### src/core/srq_pkg.sv
// package: command codes, field positions and reset values of the service request logic
package srq_pkg;

  // ****************************************
  // command codes
  // ****************************************
  typedef enum logic [2:0] {
    CMD_MASK_WR_ALL = 3'h0,
    CMD_MASK_WR_BIT = 3'h1,
    CMD_MASK_RD_ALL = 3'h2,
    CMD_MASK_RD_BIT = 3'h3,
    CMD_EVT_RD_ALL  = 3'h4,
    CMD_EVT_RD_BIT  = 3'h5
  } cmd_t;

  // ****************************************
  // summary status bit positions
  // ****************************************
  localparam int unsigned PROC_BIT = 0;
  localparam int unsigned ERR_BIT = 1;
  localparam int unsigned GAUGE_BIT = 2;
  localparam int unsigned EVENT_BIT = 5;

  // ****************************************
  // reset values
  // ****************************************
  localparam logic [7:0] MASK_RESET = 8'h00;
  localparam logic [7:0] EVENT_RESET = 8'h00;
  localparam logic [7:0] SUMMARY_RESET = 8'h00;

endpackage

### src/core/event_status_if.sv
// interface: set, clear and value of the standard event status register
interface event_status_if;
  logic [7:0] set_bits;
  logic [7:0] clr_bits;
  logic [7:0] value;
  modport owner (input set_bits, input clr_bits, output value);
  modport user (output set_bits, output clr_bits, input value);
endinterface

### src/core/event_status_store.sv
// module: standard event status register with set-over-clear bits
module event_status_store (
  input wire logic ref_clk,
  input wire logic sys_rst,
  event_status_if.owner evt
);

  logic [7:0] value_reg;
  logic [7:0] value_next;

  // a bit set in the cycle it is read stays set, so no event is lost
  always_comb begin
    value_next = (value_reg & ~evt.clr_bits) | evt.set_bits;
  end

  always_ff @(posedge ref_clk or posedge sys_rst) begin
    if (sys_rst) begin
      value_reg <= srq_pkg::EVENT_RESET;
    end else begin
      value_reg <= value_next;
    end
  end

  assign evt.value = value_reg;

  a_evt_set_wins: assert property (@(posedge ref_clk) disable iff (sys_rst)
    (evt.set_bits != 8'h00) |=> ((value_reg & $past(evt.set_bits)) == $past(evt.set_bits)))
    else $error("event set lost against clear");

endmodule // event_status_store

### src/core/service_request.sv
// module: service request enable mask, summary status and request line
// Function
// - whole write loads the enable mask
// - bit write changes one mask bit
// - whole query returns the enable mask
// - bit query returns one mask bit
// - enabled summary bit raises service request
// - serial poll drops the service request
// - one request per summary bit until cleared
// - summary bit clears only with its source
// - whole query returns event status value
// - bit query returns one event bit
// - summary bits map to four status sources
// - event queries clear whole register or bit
module service_request (
  input wire logic ref_clk,
  input wire logic sys_rst,
  input wire logic cmd_valid,
  input wire srq_pkg::cmd_t cmd_op,
  input wire logic [2:0] cmd_index,
  input wire logic [7:0] cmd_data,
  input wire logic process_control_summary,
  input wire logic error_summary,
  input wire logic gauge_summary,
  input wire logic [7:0] event_set,
  input wire logic serial_poll,
  output logic rsp_valid,
  output logic [7:0] rsp_data,
  output logic [7:0] summary_status,
  output logic service_request_out
);

  // ****************************************
  // helpers
  // ****************************************
  function automatic logic [7:0] bit_sel(input logic [2:0] idx);
    bit_sel = 8'h01 << idx;
  endfunction

  function automatic logic [7:0] one_bit(input logic [7:0] word, input logic [2:0] idx);
    one_bit = {7'h00, word[idx]};
  endfunction

  // ****************************************
  // event status register
  // ****************************************
  event_status_if evt ();

  event_status_store u_evt (
    .ref_clk(ref_clk),
    .sys_rst(sys_rst),
    .evt(evt)
  );

  logic [7:0] evt_clr;

  always_comb begin
    evt_clr = 8'h00;
    if (cmd_valid && cmd_op == srq_pkg::CMD_EVT_RD_ALL) begin
      evt_clr = 8'hff;
    end else if (cmd_valid && cmd_op == srq_pkg::CMD_EVT_RD_BIT) begin
      evt_clr = bit_sel(cmd_index);
    end
  end

  assign evt.set_bits = event_set;
  assign evt.clr_bits = evt_clr;

  // ****************************************
  // enable mask and query answers
  // ****************************************
  logic [7:0] mask_reg;
  logic [7:0] mask_next;
  logic rsp_valid_reg;
  logic rsp_valid_next;
  logic [7:0] rsp_data_reg;
  logic [7:0] rsp_data_next;

  always_comb begin
    mask_next = mask_reg;
    rsp_valid_next = 1'b0;
    rsp_data_next = rsp_data_reg;
    if (cmd_valid) begin
      case (cmd_op)
        srq_pkg::CMD_MASK_WR_ALL: begin
          mask_next = cmd_data;
        end
        srq_pkg::CMD_MASK_WR_BIT: begin
          mask_next = cmd_data[0] ? (mask_reg | bit_sel(cmd_index))
                                  : (mask_reg & ~bit_sel(cmd_index));
        end
        srq_pkg::CMD_MASK_RD_ALL: begin
          rsp_valid_next = 1'b1;
          rsp_data_next = mask_reg;
        end
        srq_pkg::CMD_MASK_RD_BIT: begin
          rsp_valid_next = 1'b1;
          rsp_data_next = one_bit(mask_reg, cmd_index);
        end
        srq_pkg::CMD_EVT_RD_ALL: begin
          rsp_valid_next = 1'b1;
          rsp_data_next = evt.value;
        end
        srq_pkg::CMD_EVT_RD_BIT: begin
          rsp_valid_next = 1'b1;
          rsp_data_next = one_bit(evt.value, cmd_index);
        end
        default: begin
          rsp_valid_next = 1'b0;
        end
      endcase
    end
  end

  always_ff @(posedge ref_clk or posedge sys_rst) begin
    if (sys_rst) begin
      mask_reg <= srq_pkg::MASK_RESET;
      rsp_valid_reg <= 1'b0;
      rsp_data_reg <= 8'h00;
    end else begin
      mask_reg <= mask_next;
      rsp_valid_reg <= rsp_valid_next;
      rsp_data_reg <= rsp_data_next;
    end
  end

  // ****************************************
  // summary status and service request
  // ****************************************
  logic [7:0] summary_reg;
  logic [7:0] summary_next;
  logic [7:0] used_reg;
  logic [7:0] used_next;
  logic srq_reg;
  logic srq_next;
  logic [7:0] fire;

  // summary follows its sources; it has no clear of its own
  always_comb begin
    summary_next = 8'h00;
    summary_next[srq_pkg::PROC_BIT] = process_control_summary;
    summary_next[srq_pkg::ERR_BIT] = error_summary;
    summary_next[srq_pkg::GAUGE_BIT] = gauge_summary;
    summary_next[srq_pkg::EVENT_BIT] = |evt.value;
  end

  // fire uses the live mask, so enabling an already set bit requests at once
  always_comb begin
    fire = summary_reg & mask_reg & ~used_reg;
    used_next = summary_reg & (used_reg | fire);
    // a new cause in the poll cycle keeps the request up
    srq_next = (|fire) | (srq_reg & ~serial_poll);
  end

  always_ff @(posedge ref_clk or posedge sys_rst) begin
    if (sys_rst) begin
      summary_reg <= srq_pkg::SUMMARY_RESET;
      used_reg <= 8'h00;
      srq_reg <= 1'b0;
    end else begin
      summary_reg <= summary_next;
      used_reg <= used_next;
      srq_reg <= srq_next;
    end
  end

  assign rsp_valid = rsp_valid_reg;
  assign rsp_data = rsp_data_reg;
  assign summary_status = summary_reg;
  assign service_request_out = srq_reg;

  // ****************************************
  // assertions
  // ****************************************
  a_mask_whole_write: assert property (@(posedge ref_clk) disable iff (sys_rst)
    (cmd_valid && cmd_op == srq_pkg::CMD_MASK_WR_ALL) |=> (mask_reg == $past(cmd_data)))
    else $error("mask not loaded by whole write");

  a_mask_bit_write: assert property (@(posedge ref_clk) disable iff (sys_rst)
    (cmd_valid && cmd_op == srq_pkg::CMD_MASK_WR_BIT) |=>
      (mask_reg[$past(cmd_index)] == $past(cmd_data[0])) &&
      ((mask_reg & ~bit_sel($past(cmd_index))) == ($past(mask_reg) & ~bit_sel($past(cmd_index)))))
    else $error("mask bit write wrong");

  a_mask_query_all: assert property (@(posedge ref_clk) disable iff (sys_rst)
    (cmd_valid && cmd_op == srq_pkg::CMD_MASK_RD_ALL) |=> rsp_valid && (rsp_data == $past(mask_reg)))
    else $error("mask query answer wrong");

  a_mask_query_bit: assert property (@(posedge ref_clk) disable iff (sys_rst)
    (cmd_valid && cmd_op == srq_pkg::CMD_MASK_RD_BIT) |=>
      rsp_valid && (rsp_data == {7'h00, $past(mask_reg[cmd_index])}))
    else $error("mask bit query answer wrong");

  a_srq_raise: assert property (@(posedge ref_clk) disable iff (sys_rst)
    (|(summary_reg & mask_reg & ~used_reg)) |=> service_request_out)
    else $error("service request not raised");

  a_poll_clears: assert property (@(posedge ref_clk) disable iff (sys_rst)
    (serial_poll && !(|fire)) |=> !service_request_out)
    else $error("serial poll did not drop request");

  a_no_second_request: assert property (@(posedge ref_clk) disable iff (sys_rst)
    (!service_request_out && (fire == 8'h00)) |=> !service_request_out)
    else $error("request raised without new cause");

  a_used_follows_source: assert property (@(posedge ref_clk) disable iff (sys_rst)
    1'b1 |=> ((used_reg & ~$past(summary_reg)) == 8'h00))
    else $error("rearm mark outlived its source");

  a_evt_query_all: assert property (@(posedge ref_clk) disable iff (sys_rst)
    (cmd_valid && cmd_op == srq_pkg::CMD_EVT_RD_ALL) |=> rsp_valid && (rsp_data == $past(evt.value)))
    else $error("event status query answer wrong");

  a_evt_query_bit: assert property (@(posedge ref_clk) disable iff (sys_rst)
    (cmd_valid && cmd_op == srq_pkg::CMD_EVT_RD_BIT) |=>
      rsp_valid && (rsp_data == {7'h00, $past(evt.value[cmd_index])}))
    else $error("event bit query answer wrong");

  a_summary_map: assert property (@(posedge ref_clk) disable iff (sys_rst)
    1'b1 |=> (summary_reg[srq_pkg::GAUGE_BIT] == $past(gauge_summary)) &&
      (summary_reg[srq_pkg::ERR_BIT] == $past(error_summary)) &&
      (summary_reg[srq_pkg::PROC_BIT] == $past(process_control_summary)))
    else $error("summary bit map wrong");

  a_evt_clear_all: assert property (@(posedge ref_clk) disable iff (sys_rst)
    (cmd_valid && cmd_op == srq_pkg::CMD_EVT_RD_ALL) |=> (evt.value == $past(event_set)))
    else $error("event status not cleared by whole query");

  a_evt_clear_bit: assert property (@(posedge ref_clk) disable iff (sys_rst)
    (cmd_valid && cmd_op == srq_pkg::CMD_EVT_RD_BIT) |=>
      (evt.value[$past(cmd_index)] == $past(event_set[cmd_index])))
    else $error("event bit not cleared by bit query");

endmodule // service_request

### config.mk
export PLATFORM = sky130hd
export DESIGN_NAME = service_request
export DESIGN_NICKNAME = d
export VERILOG_FILES = /design/src/core/srq_pkg.sv /design/src/core/event_status_if.sv /design/src/core/event_status_store.sv /design/src/core/service_request.sv
export SDC_FILE = /design/constraint.sdc
export NUM_CORES = 1
export LEC_CHECK = 0
export BUFFER_PORTS_ARGS = -buffer_cell sky130_fd_sc_hd__buf_2
export CAP_MARGIN = 20
export CORE_MARGIN = 8
export CORE_UTILIZATION = 49
export CTS_BUF_LIST = sky130_fd_sc_hd__clkbuf_4
export CTS_CLUSTER_SIZE = 14
export DETAILED_ROUTE_END_ITERATION = 10
export PLACE_DENSITY = 0.89
export RECOVER_POWER = 50
export SYNTH_ARGS = -nofsm -noshare
export SYNTH_HDL_FRONTEND = slang
export SYNTH_HIERARCHICAL = 1
export SYNTH_SLANG_ARGS = --single-unit
export TNS_END_PERCENT = 10
### constraint.sdc
create_clock -name ref_clk -period 1.1 [get_ports ref_clk]
set_input_delay 0 -clock ref_clk [delete_from_list [all_inputs] [get_ports ref_clk]]
set_output_delay 0 -clock ref_clk [all_outputs]
set_load 0.05 [all_outputs]
==> flow_metrics.py, run 1 <==
metrics = {
    "placed_design": {
        "gp_congestion": 0.9368,
        "hpwlAfterDp_mm": 3.738,
        "portBuffers": 42,
    },
    "sta": {
        "rsz0062_at_grt": "yes",
        "max_freq_mhz": 887.2,
        "maxSlewViolCount": 0,
        "setup_viol_count_final": 1,
        "max_slew_margin_pct": 55.69,
        "worst_slew_pin_slew_ps": 664.6,
        "skew_ps": 10.40,
        "setup_tns_ps": -27.18,
        "finalHoldViolations": 0,
        "finalCritPeriodShare_pct": 102.5,
        "period_needed_ps": 1127,
        "worst_slack_ps": -27.18,
    },
    "worst_setup_path": {
        "r2r-start": "u_evt/evt.value[3]$_DFF_PP0_",
        "required_ps": 1340,
        "worst-setup-path-type": "register to register",
        "end_kind": "register",
        "worstPathArrival_ps": 1360,
        "cp_max_fo": 2,
        "reg2reg_slack_ps": -30,
        "r2r_cells": 4,
        "r2r_end": "rsp_data[0]$_DFFE_PP0P_",
        "cp-start-kind": "register",
    },
    "logic_synthesis": {
        "ys_ff_latch": 34,
        "yosysSeqAreaShare_pct": 46.96,
        "ys_types": 35,
        "synthArstFlopShare_pct": 100.0,
        "synth_edf_count": 0,
        "ys.flop_type": "dfrtp_1",
        "syn_inst": 189,
        "synth_warnings": 6,
        "netlist_area_mm2": 0.001812,
        "avgSynthCellArea_um2": 9.586,
    },
    "clocking": {
        "cts_buffers": 5,
        "clkLatencyLatePin_ps": 350,
        "cts.clk_slew.worst_paths_ps": 120,
        "tritoncts": "done",
        "clk_path_buf_depth": 2,
        "htreeDepth": 2,
        "cts_root_buffer": "clkbuf_4",
        "cts.sinks": 34,
    },
    "global_routing": {
        "grt_max_degree": 27,
        "gr-usage-met3_pct": 5.944,
        "grt_use_met2_pct": 29.74,
        "grt_usage_pct": 17.55,
        "busiest_layer": "met2",
        "met1_usage_pct": 19.01,
        "grt_overflow_total": 0,
        "antenna_found_initial": 0,
        "grt_pass1_wl_mm": 8.452,
        "grt_pass1_vias": 1829,
    },
    "cells_and_area": {
        "n_antenna_cell": 0,
        "nNetsFinal": 309,
        "area_delta_synth_final_pct": 42.20,
        "drive_gt1_share_pct": 35.13,
    },
    "floorplanning": {
        "die_y_um": 76.81,
        "rows": 22,
        "core_area_mm2": 0.003606,
        "io_pins": 47,
        "start_util_pct": 50.24,
        "die-area_mm2": 0.005899,
        "die_x_um": 76.81,
    },
    "route": {
        "drtPass1Iterations": 4,
        "vias_per_cell": 5.391,
        "wl_mm": 5.172,
        "vias": 1763,
        "drcViolationCount": 0,
        "wl_per_cell_um": 15.82,
        "drtAntennaViolNets": 0,
        "drt_first_iter_violations": 120,
    },
    "pwr": {
        "leakagePower_nw": 1.164,
        "total_power_mw": 3.678,
        "peakVddDrop_mv": 0.7353,
        "power_density_mw_per_mm2": 1428,
    },
    "run": {
        "maxCapViolCount": 0,
    },
    "worst_hold_path": {
        "min_from": "cmd_data[3]",
        "hold_depth": 3,
        "hp-class": "input pin to register",
    },
    "run_status": {
        "status": "finished with violations",
        "violations": "setup timing",
    },
}
==> worst max-delay path by stage <==
stage,from,to,cells after the start
after floorplan,summary_status[5]$_DFF_PP0_,service_request_out$_DFF_PP0_,4
after global placement,cmd_index[2],register,4
after detailed placement,cmd_op[1],rsp_data[0]$_DFFE_PP0P_,7
after CTS,register,rsp_data[0]$_DFFE_PP0P_,4
after global routing,u_evt/evt.value[3]$_DFF_PP0_,rsp_data[0]$_DFFE_PP0P_,4
final,u_evt/evt.value[3]$_DFF_PP0_,rsp_data[0]$_DFFE_PP0P_,4
==> synth_stat cells (2+ instances only) <==
master,n,share of area [%]
a21o_1,8,3.3
nand2_1,16,3.3
nor3_1,4,1.1
a21oi_1,16,4.4
buf_6,5,3.1
or3_1,2,0.69
nand3b_1,4,1.7
or3b_4,3,1.9
o22ai_1,12,4.1
o21ai_0,16,4.4
clkbuf_1,4,0.83
nor2_1,8,1.7
a22oi_1,7,2.9
mux2i_1,6,3.3
inv_1,15,3.1
ha_1,2,1.4
buf_4,4,1.7
dfrtp_1,34,47
o221ai_1,2,0.97
a211oi_1,2,0.83
o21a_1,4,1.7
nor4_1,2,0.69
==> cell type report <==
class	count	area [µm²]
fillers	273	1030
clock buffers	5	37.54
repair buffers	92	663.1
well taps	48	60.06
clock inverters	3	45.04
inverters	15	56.30
flip-flops and latches	34	852.1
multi-input cells	130	862.1
==> cells in the final DEF (no fill, tap or decap), drive strengths merged <==
cell and count:
buf 72, dfrtp 34, dlygate4sd3 19, a21oi 17, nand2 16, o21ai 16, inv 15, o22ai 12
nor2 9, a21o 8, a22oi 7, mux2i 6, clkbuf 6, nand3b 4, o21a 4, conb 4
nor3 4, or3b 3, a211oi 2, o221ai 2, or3 2, nor4 2, ha 2, clkinvlp 2
or2b 1, and3b 1, a31oi 1, and4 1, and2 1, nor3b 1, nand3 1, nand2b 1
nand4 1, mux2 1, bufinv 1
==> timing repair <==
action / in CTS / in global routing
setup endpoints to repair: 1 / 3
setup buffers: 3 / 1
hold buffers: 19 / 0
endpoints found under the hold margin: 52 / 0
pin swaps: 3 / 6
resized for setup: 1 / 12
==> power breakdown <==
| part | switching, mW | internal, mW |
|---|---|---|
| registers | 0.113 | 1.42 |
| logic | 0.739 | 0.467 |
| clock network | 0.465 | 0.476 |
| total | 1.32 | 2.36 |
==> metrics by stage <==
step	util (%)	cell area (µm²)	cells	hold WS [ps]	setup WS [ps]
3_5_place_dp	61.55	2220	296	-29.57	-112.7
2_1_floorplan	-	1823	192	-184.3	60.27
6_report	71.44	2576	327	0.9668	-27.18
3_3_place_gp	61.55	2220	296	-35.42	-61.56
4_1_cts	69.85	2519	326	13.79	-61.35
5_1_grt	71.44	2576	327	2.290	-104.5
==> critical path, cell delays in order (launching register included) <==
cell	delay (ps)
dfrtp_1	410
mux2i_1	180
a211oi_2	100
o221ai_1	220
a31oi_1	110
==> kinds of logic after synthesis <==
kind of cell | Yosys count | share of synthesized area, %
other cells | 1 | 0.2070
buf+inv | 28 | 8.701
simple gates | 48 | 15.33
fa+ha+maj | 2 | 1.381
compound gates | 69 | 23.48
mux | 7 | 3.937
flops | 34 | 46.96
==> per-layer routing <==
metal | routed length [µm] | part of all wire (%) | vias up
met5 | 0 | 0 | -
met4 | 151 | 2.9 | 0
met3 | 341 | 6.6 | 17
met2 | 2608 | 50 | 58
met1 | 2071 | 40 | 842
li1 | - | - | 846
(Power assumes the default switching activity.)
==> inputs of run 2 (changes only) <==
--- a/config.mk
+++ b/config.mk
@@ -8,11 +8,11 @@
 export BUFFER_PORTS_ARGS = -buffer_cell sky130_fd_sc_hd__buf_2
 export CAP_MARGIN = 20
 export CORE_MARGIN = 8
-export CORE_UTILIZATION = 49
+export CORE_UTILIZATION = 45
 export CTS_BUF_LIST = sky130_fd_sc_hd__clkbuf_4
 export CTS_CLUSTER_SIZE = 14
 export DETAILED_ROUTE_END_ITERATION = 10
-export PLACE_DENSITY = 0.89
+export PLACE_DENSITY = 0.83
 export RECOVER_POWER = 50
 export SYNTH_ARGS = -nofsm -noshare
 export SYNTH_HDL_FRONTEND = slang
==> flow_metrics.py, run 2 (same netlist as run 1, synthesis figures left out) <==
metrics = {
    "run_status": {
        "status": "finished with violations",
        "violations": "setup timing",
    },
    "sta": {
        "worst_slew_pin_slew_ps": 659.1,
        "finalCritPeriodShare_pct": 104.0,
        "period_needed_ps": 1144,
        "max_freq_mhz": 874.0,
        "worst_slack_ps": -44.19,
        "finalHoldViolations": 0,
        "whs_ps": 56.45,
        "setup_viol_count_final": 1,
        "maxSlewViolCount": 0,
        "skew_ps": 19.05,
        "rsz0062_at_grt": "yes",
        "max_slew_margin_pct": 56.06,
    },
    "cells_and_area": {
        "multiInputGateArea_um2": 840.8,
        "final_util_pct": 64.52,
        "n_antenna_cell": 0,
        "final-seq-area_um2": 850.8,
        "drive_gt1_share_pct": 32.50,
        "nNetsFinal": 310,
        "final_cells": 330,
        "final_cell_area_mm2": 0.002544,
        "final_cell_mix": "buf_2, dfrtp_1, buf_4",
        "area_delta_synth_final_pct": 40.40,
        "num-fill-cells": 312,
        "layout_commonest_cell": "buf_2",
    },
    "floorplanning": {
        "rows": 23,
        "die_x_um": 79.45,
        "die_y_um": 79.45,
        "io_pins": 47,
        "core_area_mm2": 0.003943,
        "die-area_mm2": 0.006312,
        "start_util_pct": 45.95,
    },
    "route": {
        "wl_met3_um": 489,
        "vias_per_cell": 5.385,
        "routed-wl-met2_mm": 2.794,
        "vias": 1777,
        "wl_met1_mm": 2.131,
        "drtAntennaViolNets": 0,
        "wl_per_cell_um": 16.97,
        "wl_mm": 5.599,
        "top_layer": "met4",
        "drtPass1Iterations": 4,
        "drcViolationCount": 0,
        "drt_first_iter_violations": 123,
    },
    "placed_design": {
        "hpwlAfterDp_mm": 3.694,
        "placed_cell_area_mm2": 0.002217,
        "portBuffers": 42,
        "gp_congestion": 0.9443,
        "place_inst": 299,
    },
    "clocking": {
        "cts.sinks": 34,
        "clk_path_buf_depth": 2,
        "cts_root_buffer": "clkbuf_4",
        "htreeDepth": 2,
        "clkLatencyLatePin_ps": 360,
        "cts_buffers": 5,
        "cts.clk_slew.worst_paths_ps": 120,
        "tritoncts": "done",
    },
    "pwr": {
        "leakagePower_nw": 1.151,
        "power_density_mw_per_mm2": 1431,
        "peakVddDrop_mv": 0.7888,
    },
    "global_routing": {
        "antenna_found_initial": 0,
        "grt_pass1_wl_mm": 8.728,
        "grt_usage_pct": 17.76,
        "grt_max_degree": 27,
        "grt_pass1_vias": 1864,
        "grt_overflow_total": 0,
    },
    "worst_setup_path": {
        "cpMaxStageDelayCell": "dfrtp_1",
        "crit_chain": "mux2i_1 > o22ai_1 > o221ai_1 > a31oi_1",
        "cp-start-kind": "register",
        "cp_max_fo": 4,
        "worst-setup-path-type": "register to register",
        "cp_slowest_stage_delay_ps": 440,
        "worstPathArrival_ps": 1370,
        "critical-path-top-delay-family": "flip-flops",
        "required_ps": 1320,
        "path_buf_inv": 0,
        "end_kind": "register",
    },
    "run": {
        "maxCapViolCount": 0,
    },
    "worst_hold_path": {
        "hp-class": "input pin to register",
    },
}
run 2: path summary, 6_finish.rpt:
check	start	to	slack [ps]	cells past startpoint
setup / recovery	u_evt/evt.value[7]$_DFF_PP0_	rsp_data[0]$_DFFE_PP0P_	-40	4
hold reg to reg	used_reg[1]$_DFF_PP0_	service_request_out$_DFF_PP0_	460	1
min in group asynchronous	sys_rst	u_evt/evt.value[1]$_DFF_PP0_	130	3
setup reg to reg	u_evt/evt.value[7]$_DFF_PP0_	rsp_data[0]$_DFFE_PP0P_	-40	4
max in group asynchronous	sys_rst	rsp_data[2]$_DFFE_PP0P_	310	4
hold / removal	cmd_data[6]	register	60	3
run 2: layout make-up:
class                   instances  area share [%]
flip-flops and latches         34           33.45
multi-input cells             130           33.05
repair buffers                 93           25.58
well taps                      50           2.459
inverters                      15           2.213
clock inverters                 3           1.771
clock buffers                   5           1.476
run 2: metrics by stage:
step	worst slack, ps	setup TNS, ps	power (mW)
finish	-44.19	-44.19	3.640
global route	-166.1	-166.1	3.817
CTS	-44.99	-44.99	3.618
detailed placement	-127.1	-1542	2.636
global placement	-84.78	-550.1	2.609
floorplan	60.27	0	2.248
run 2: worst register-to-register path, cell delays in order, from the launching register on:
cell and delay (ps):
dfrtp_1 440, mux2i_1 180, o22ai_1 110, o221ai_1 200, a31oi_1 100
run 2: layer usage:
metal,GRT usage [%],vias up
met4,9.630,0
li1,-,852
met1,20.00,795
met2,28.61,104
met5,0,-
met3,6.419,26
run 2: power by group:
| group | total (mW) | switching, mW | internal [mW] |
|---|---|---|---|
| clock | 0.940 | 0.463 | 0.476 |
| combinational | 1.18 | 0.741 | 0.434 |
| sequential | 1.52 | 0.109 | 1.42 |
| total | 3.64 | 1.31 | 2.33 |
run 2: timing repair:
action / CTS / global route
buffers inserted: 0 / 3
hold endpoints to repair: 53 / 0
resized for setup: 1 / 5
hold buffers: 20 / 0
pin swaps: 2 / 1
endpoints found under the setup margin: 1 / 2
==> inputs of run 3 (changes only) <==
--- a/config.mk
+++ b/config.mk
@@ -12,10 +12,9 @@
 export CTS_BUF_LIST = sky130_fd_sc_hd__clkbuf_4
 export CTS_CLUSTER_SIZE = 14
 export DETAILED_ROUTE_END_ITERATION = 10
-export PLACE_DENSITY = 0.83
+export PLACE_DENSITY = 0.84
 export RECOVER_POWER = 50
 export SYNTH_ARGS = -nofsm -noshare
 export SYNTH_HDL_FRONTEND = slang
-export SYNTH_HIERARCHICAL = 1
 export SYNTH_SLANG_ARGS = --single-unit
 export TNS_END_PERCENT = 10
==> flow_metrics.py, run 3 <==
metrics = {
    "worst_setup_path": {
        "path_buf_inv": 0,
        "worst-setup-path-type": "register to register",
        "cpMaxStageDelayCell": "mux4_2",
        "r2r_cells": 4,
        "worstSetupPathDepth": 4,
        "crit_chain": "mux4_2 > nand2_1 > a31oi_1 > o221a_2",
        "end_kind": "register",
        "required_ps": 1330,
        "cp_max_fo": 2,
        "cp-start-kind": "register",
        "worstPathArrival_ps": 1580,
        "critical-path-top-delay-family": "multiplexers",
        "cp_slowest_stage_delay_ps": 450,
    },
    "sta": {
        "setup_viol_count_final": 10,
        "setup_tns_ps": -505.3,
        "finalCritPeriodShare_pct": 122.5,
        "max_slew_margin_pct": 50.66,
        "max_freq_mhz": 742.1,
        "period_needed_ps": 1348,
        "rsz0062_at_grt": "yes",
        "maxSlewViolCount": 0,
        "finalHoldViolations": 0,
        "worst_slew_pin_slew_ps": 740.2,
        "worst_slack_ps": -247.6,
        "skew_ps": 10.44,
    },
    "logic_synthesis": {
        "synth_top_family_by_area": "compound AO/OA/AOI/OAI gates",
        "avgSynthCellArea_um2": 9.659,
        "synth_area_leader_cell": "dfrtp_1",
        "ys_types": 41,
        "synth_common_cells": "dfrtp_1, nand2_1, o21ai_1, nand2b_1",
        "yosysMostFrequentCell": "dfrtp_1",
        "yosysSeqAreaShare_pct": 48.40,
        "syn_inst": 182,
        "yosys-top-cells-area": "dfrtp_1, nand2_1, a32oi_1, o21ai_1, a21o_1",
        "synth_top_area_share_pct": 48.40,
        "synth_compound_area_share_pct": 22.99,
        "muxShareOfSynthArea_pct": 5.694,
        "synth_edf_count": 0,
        "ys.flop_type": "dfrtp_1",
        "synth_warnings": 0,
        "netlist_area_mm2": 0.001758,
        "synthArstFlopShare_pct": 100.0,
        "synth-xor-area-share_pct": 0,
        "ys_ff_latch": 34,
        "synth-adder-area-share_pct": 0,
        "synth-simple-area-share_pct": 17.08,
    },
    "cells_and_area": {
        "area_delta_synth_final_pct": 43.77,
        "multiInputGateArea_um2": 829.5,
        "layout_commonest_cell": "buf_2",
        "drive_gt1_share_pct": 33.69,
        "num-fill-cells": 310,
        "n_antenna_cell": 0,
        "final-seq-area_um2": 850.8,
        "final_cell_area_mm2": 0.002527,
        "final_cell_mix": "buf_2, buf_4, dfrtp_1",
        "nNetsFinal": 310,
    },
    "route": {
        "drt_first_iter_violations": 80,
        "vias": 1749,
        "drtPass1Iterations": 4,
        "drtAntennaViolNets": 0,
        "wl_mm": 5.193,
        "wl_per_cell_um": 15.74,
        "drcViolationCount": 0,
        "vias_per_cell": 5.300,
    },
    "global_routing": {
        "grt_pass1_wl_mm": 8.631,
        "antenna_found_initial": 0,
        "grt_pass1_vias": 1874,
        "grt_usage_pct": 17.40,
        "grt_overflow_total": 0,
        "grt_max_degree": 35,
    },
    "pwr": {
        "leakagePower_nw": 1.143,
        "total_power_mw": 3.374,
        "peakVddDrop_mv": 0.6157,
        "power_density_mw_per_mm2": 1335,
    },
    "floorplanning": {
        "io_pins": 47,
        "start_util_pct": 47.31,
        "die-area_mm2": 0.006162,
        "rows": 22,
        "die_y_um": 78.50,
        "die_x_um": 78.50,
        "core_area_mm2": 0.003716,
    },
    "placed_design": {
        "placed_cell_area_mm2": 0.002268,
        "portBuffers": 42,
        "place_ws_ps": -230.0,
        "hpwlAfterDp_mm": 3.857,
        "gp_congestion": 0.9159,
    },
    "run_status": {
        "status": "finished with violations",
        "violations": "setup timing",
    },
    "worst_hold_path": {
        "min_from": "serial_poll",
        "hp-class": "input pin to register",
        "hold_depth": 4,
    },
    "clocking": {
        "htreeDepth": 2,
        "cts.clk_slew.worst_paths_ps": 110,
        "clk_path_buf_depth": 2,
        "cts_root_buffer": "clkbuf_4",
        "cts.sinks": 34,
        "cts_buffers": 5,
        "tritoncts": "done",
        "clkLatencyLatePin_ps": 340,
    },
    "run": {
        "maxCapViolCount": 0,
    },
}
run 3: cell types whose count changed after synthesis, sizes merged, moves of 3 or more:
cell,previous run,this run
nand2b,1,9
nand3b,4,0
a21oi,17,8
inv,15,6
o22ai,12,3
nor2,9,4
nand2,16,30
mux2,1,4
a22oi,7,0
a32oi,0,7
mux2i,6,1
run 3: cells by family after synthesis:
kind of cell | count (synthesis)
and+or+nand+nor | 61
DFF | 34
other | 1
AOI/OAI and AO/OA | 60
buffers and inverters | 19
muxes | 7
run 3: path summary, 6_finish.rpt:
kind | slack (ps) | end
setup / recovery | -250 | rsp_data[0]$_DFFE_PP0P_
hold / removal | 70 | service_request_out$_DFF_PP0_
setup reg to reg | -250 | rsp_data[0]$_DFFE_PP0P_
hold reg to reg | 470 | service_request_out$_DFF_PP0_
max in group asynchronous | 220 | rsp_data[7]$_DFFE_PP0P_
min in group asynchronous | 400 | async pin
run 3: final cells by class:
type	instances	area share, %
repair buffers	102	28.32
clock buffers	5	1.485
inverters	6	0.8911
clock inverters	3	0.4455
well taps	48	2.376
flip-flops and latches	34	33.66
multi-input cells	132	32.82
run 3: metal layers:
| metal | up-vias | track usage [%] | wire [µm] |
|---|---|---|---|
| met5 | - | 0 | 0 |
| met4 | 0 | 6.852 | 111 |
| met3 | 11 | 4.670 | 272 |
| met2 | 50 | 30.07 | 2586 |
| met1 | 835 | 19.90 | 2223 |
| li1 | 853 | - | - |
run 3: power breakdown:
group / switching [mW] / total [mW] / internal, mW
Clock: 0.405 / 0.633 / 0.227
Sequential: 0.0879 / 1.51 / 1.42
Combinational: 0.754 / 1.23 / 0.481
Total: 1.25 / 3.37 / 2.13
run 3: repair_timing:
action / CTS / global route
pin swaps: 1 / 1
hold endpoints to repair: 53 / 0
hold buffers: 20 / 0
resized for setup: 1 / 2
setup endpoints to repair: 1 / 6
buffers inserted: 0 / 1
run 3: through the flow:
stage | instances | utilization [%] | hold slack (ps)
4_1_cts | 329 | 67.91 | 13.67
6_report | 330 | 68.01 | 72.98
5_1_grt | 330 | 68.01 | 90.69
3_3_place_gp | 301 | 61.04 | 105.9
2_1_floorplan | 185 | - | 31.43
3_5_place_dp | 301 | 61.04 | 108.0
run 3: worst reg2reg max path: cells and delay by family, from the launching register on:
| family | cells | cell delay [ps] |
|---|---|---|
| AO/OA/AOI/OAI | 2 | 320 |
| multiplexers | 1 | 450 |
| AND/OR/NAND/NOR | 1 | 70 |
| flip-flops | 1 | 400 |
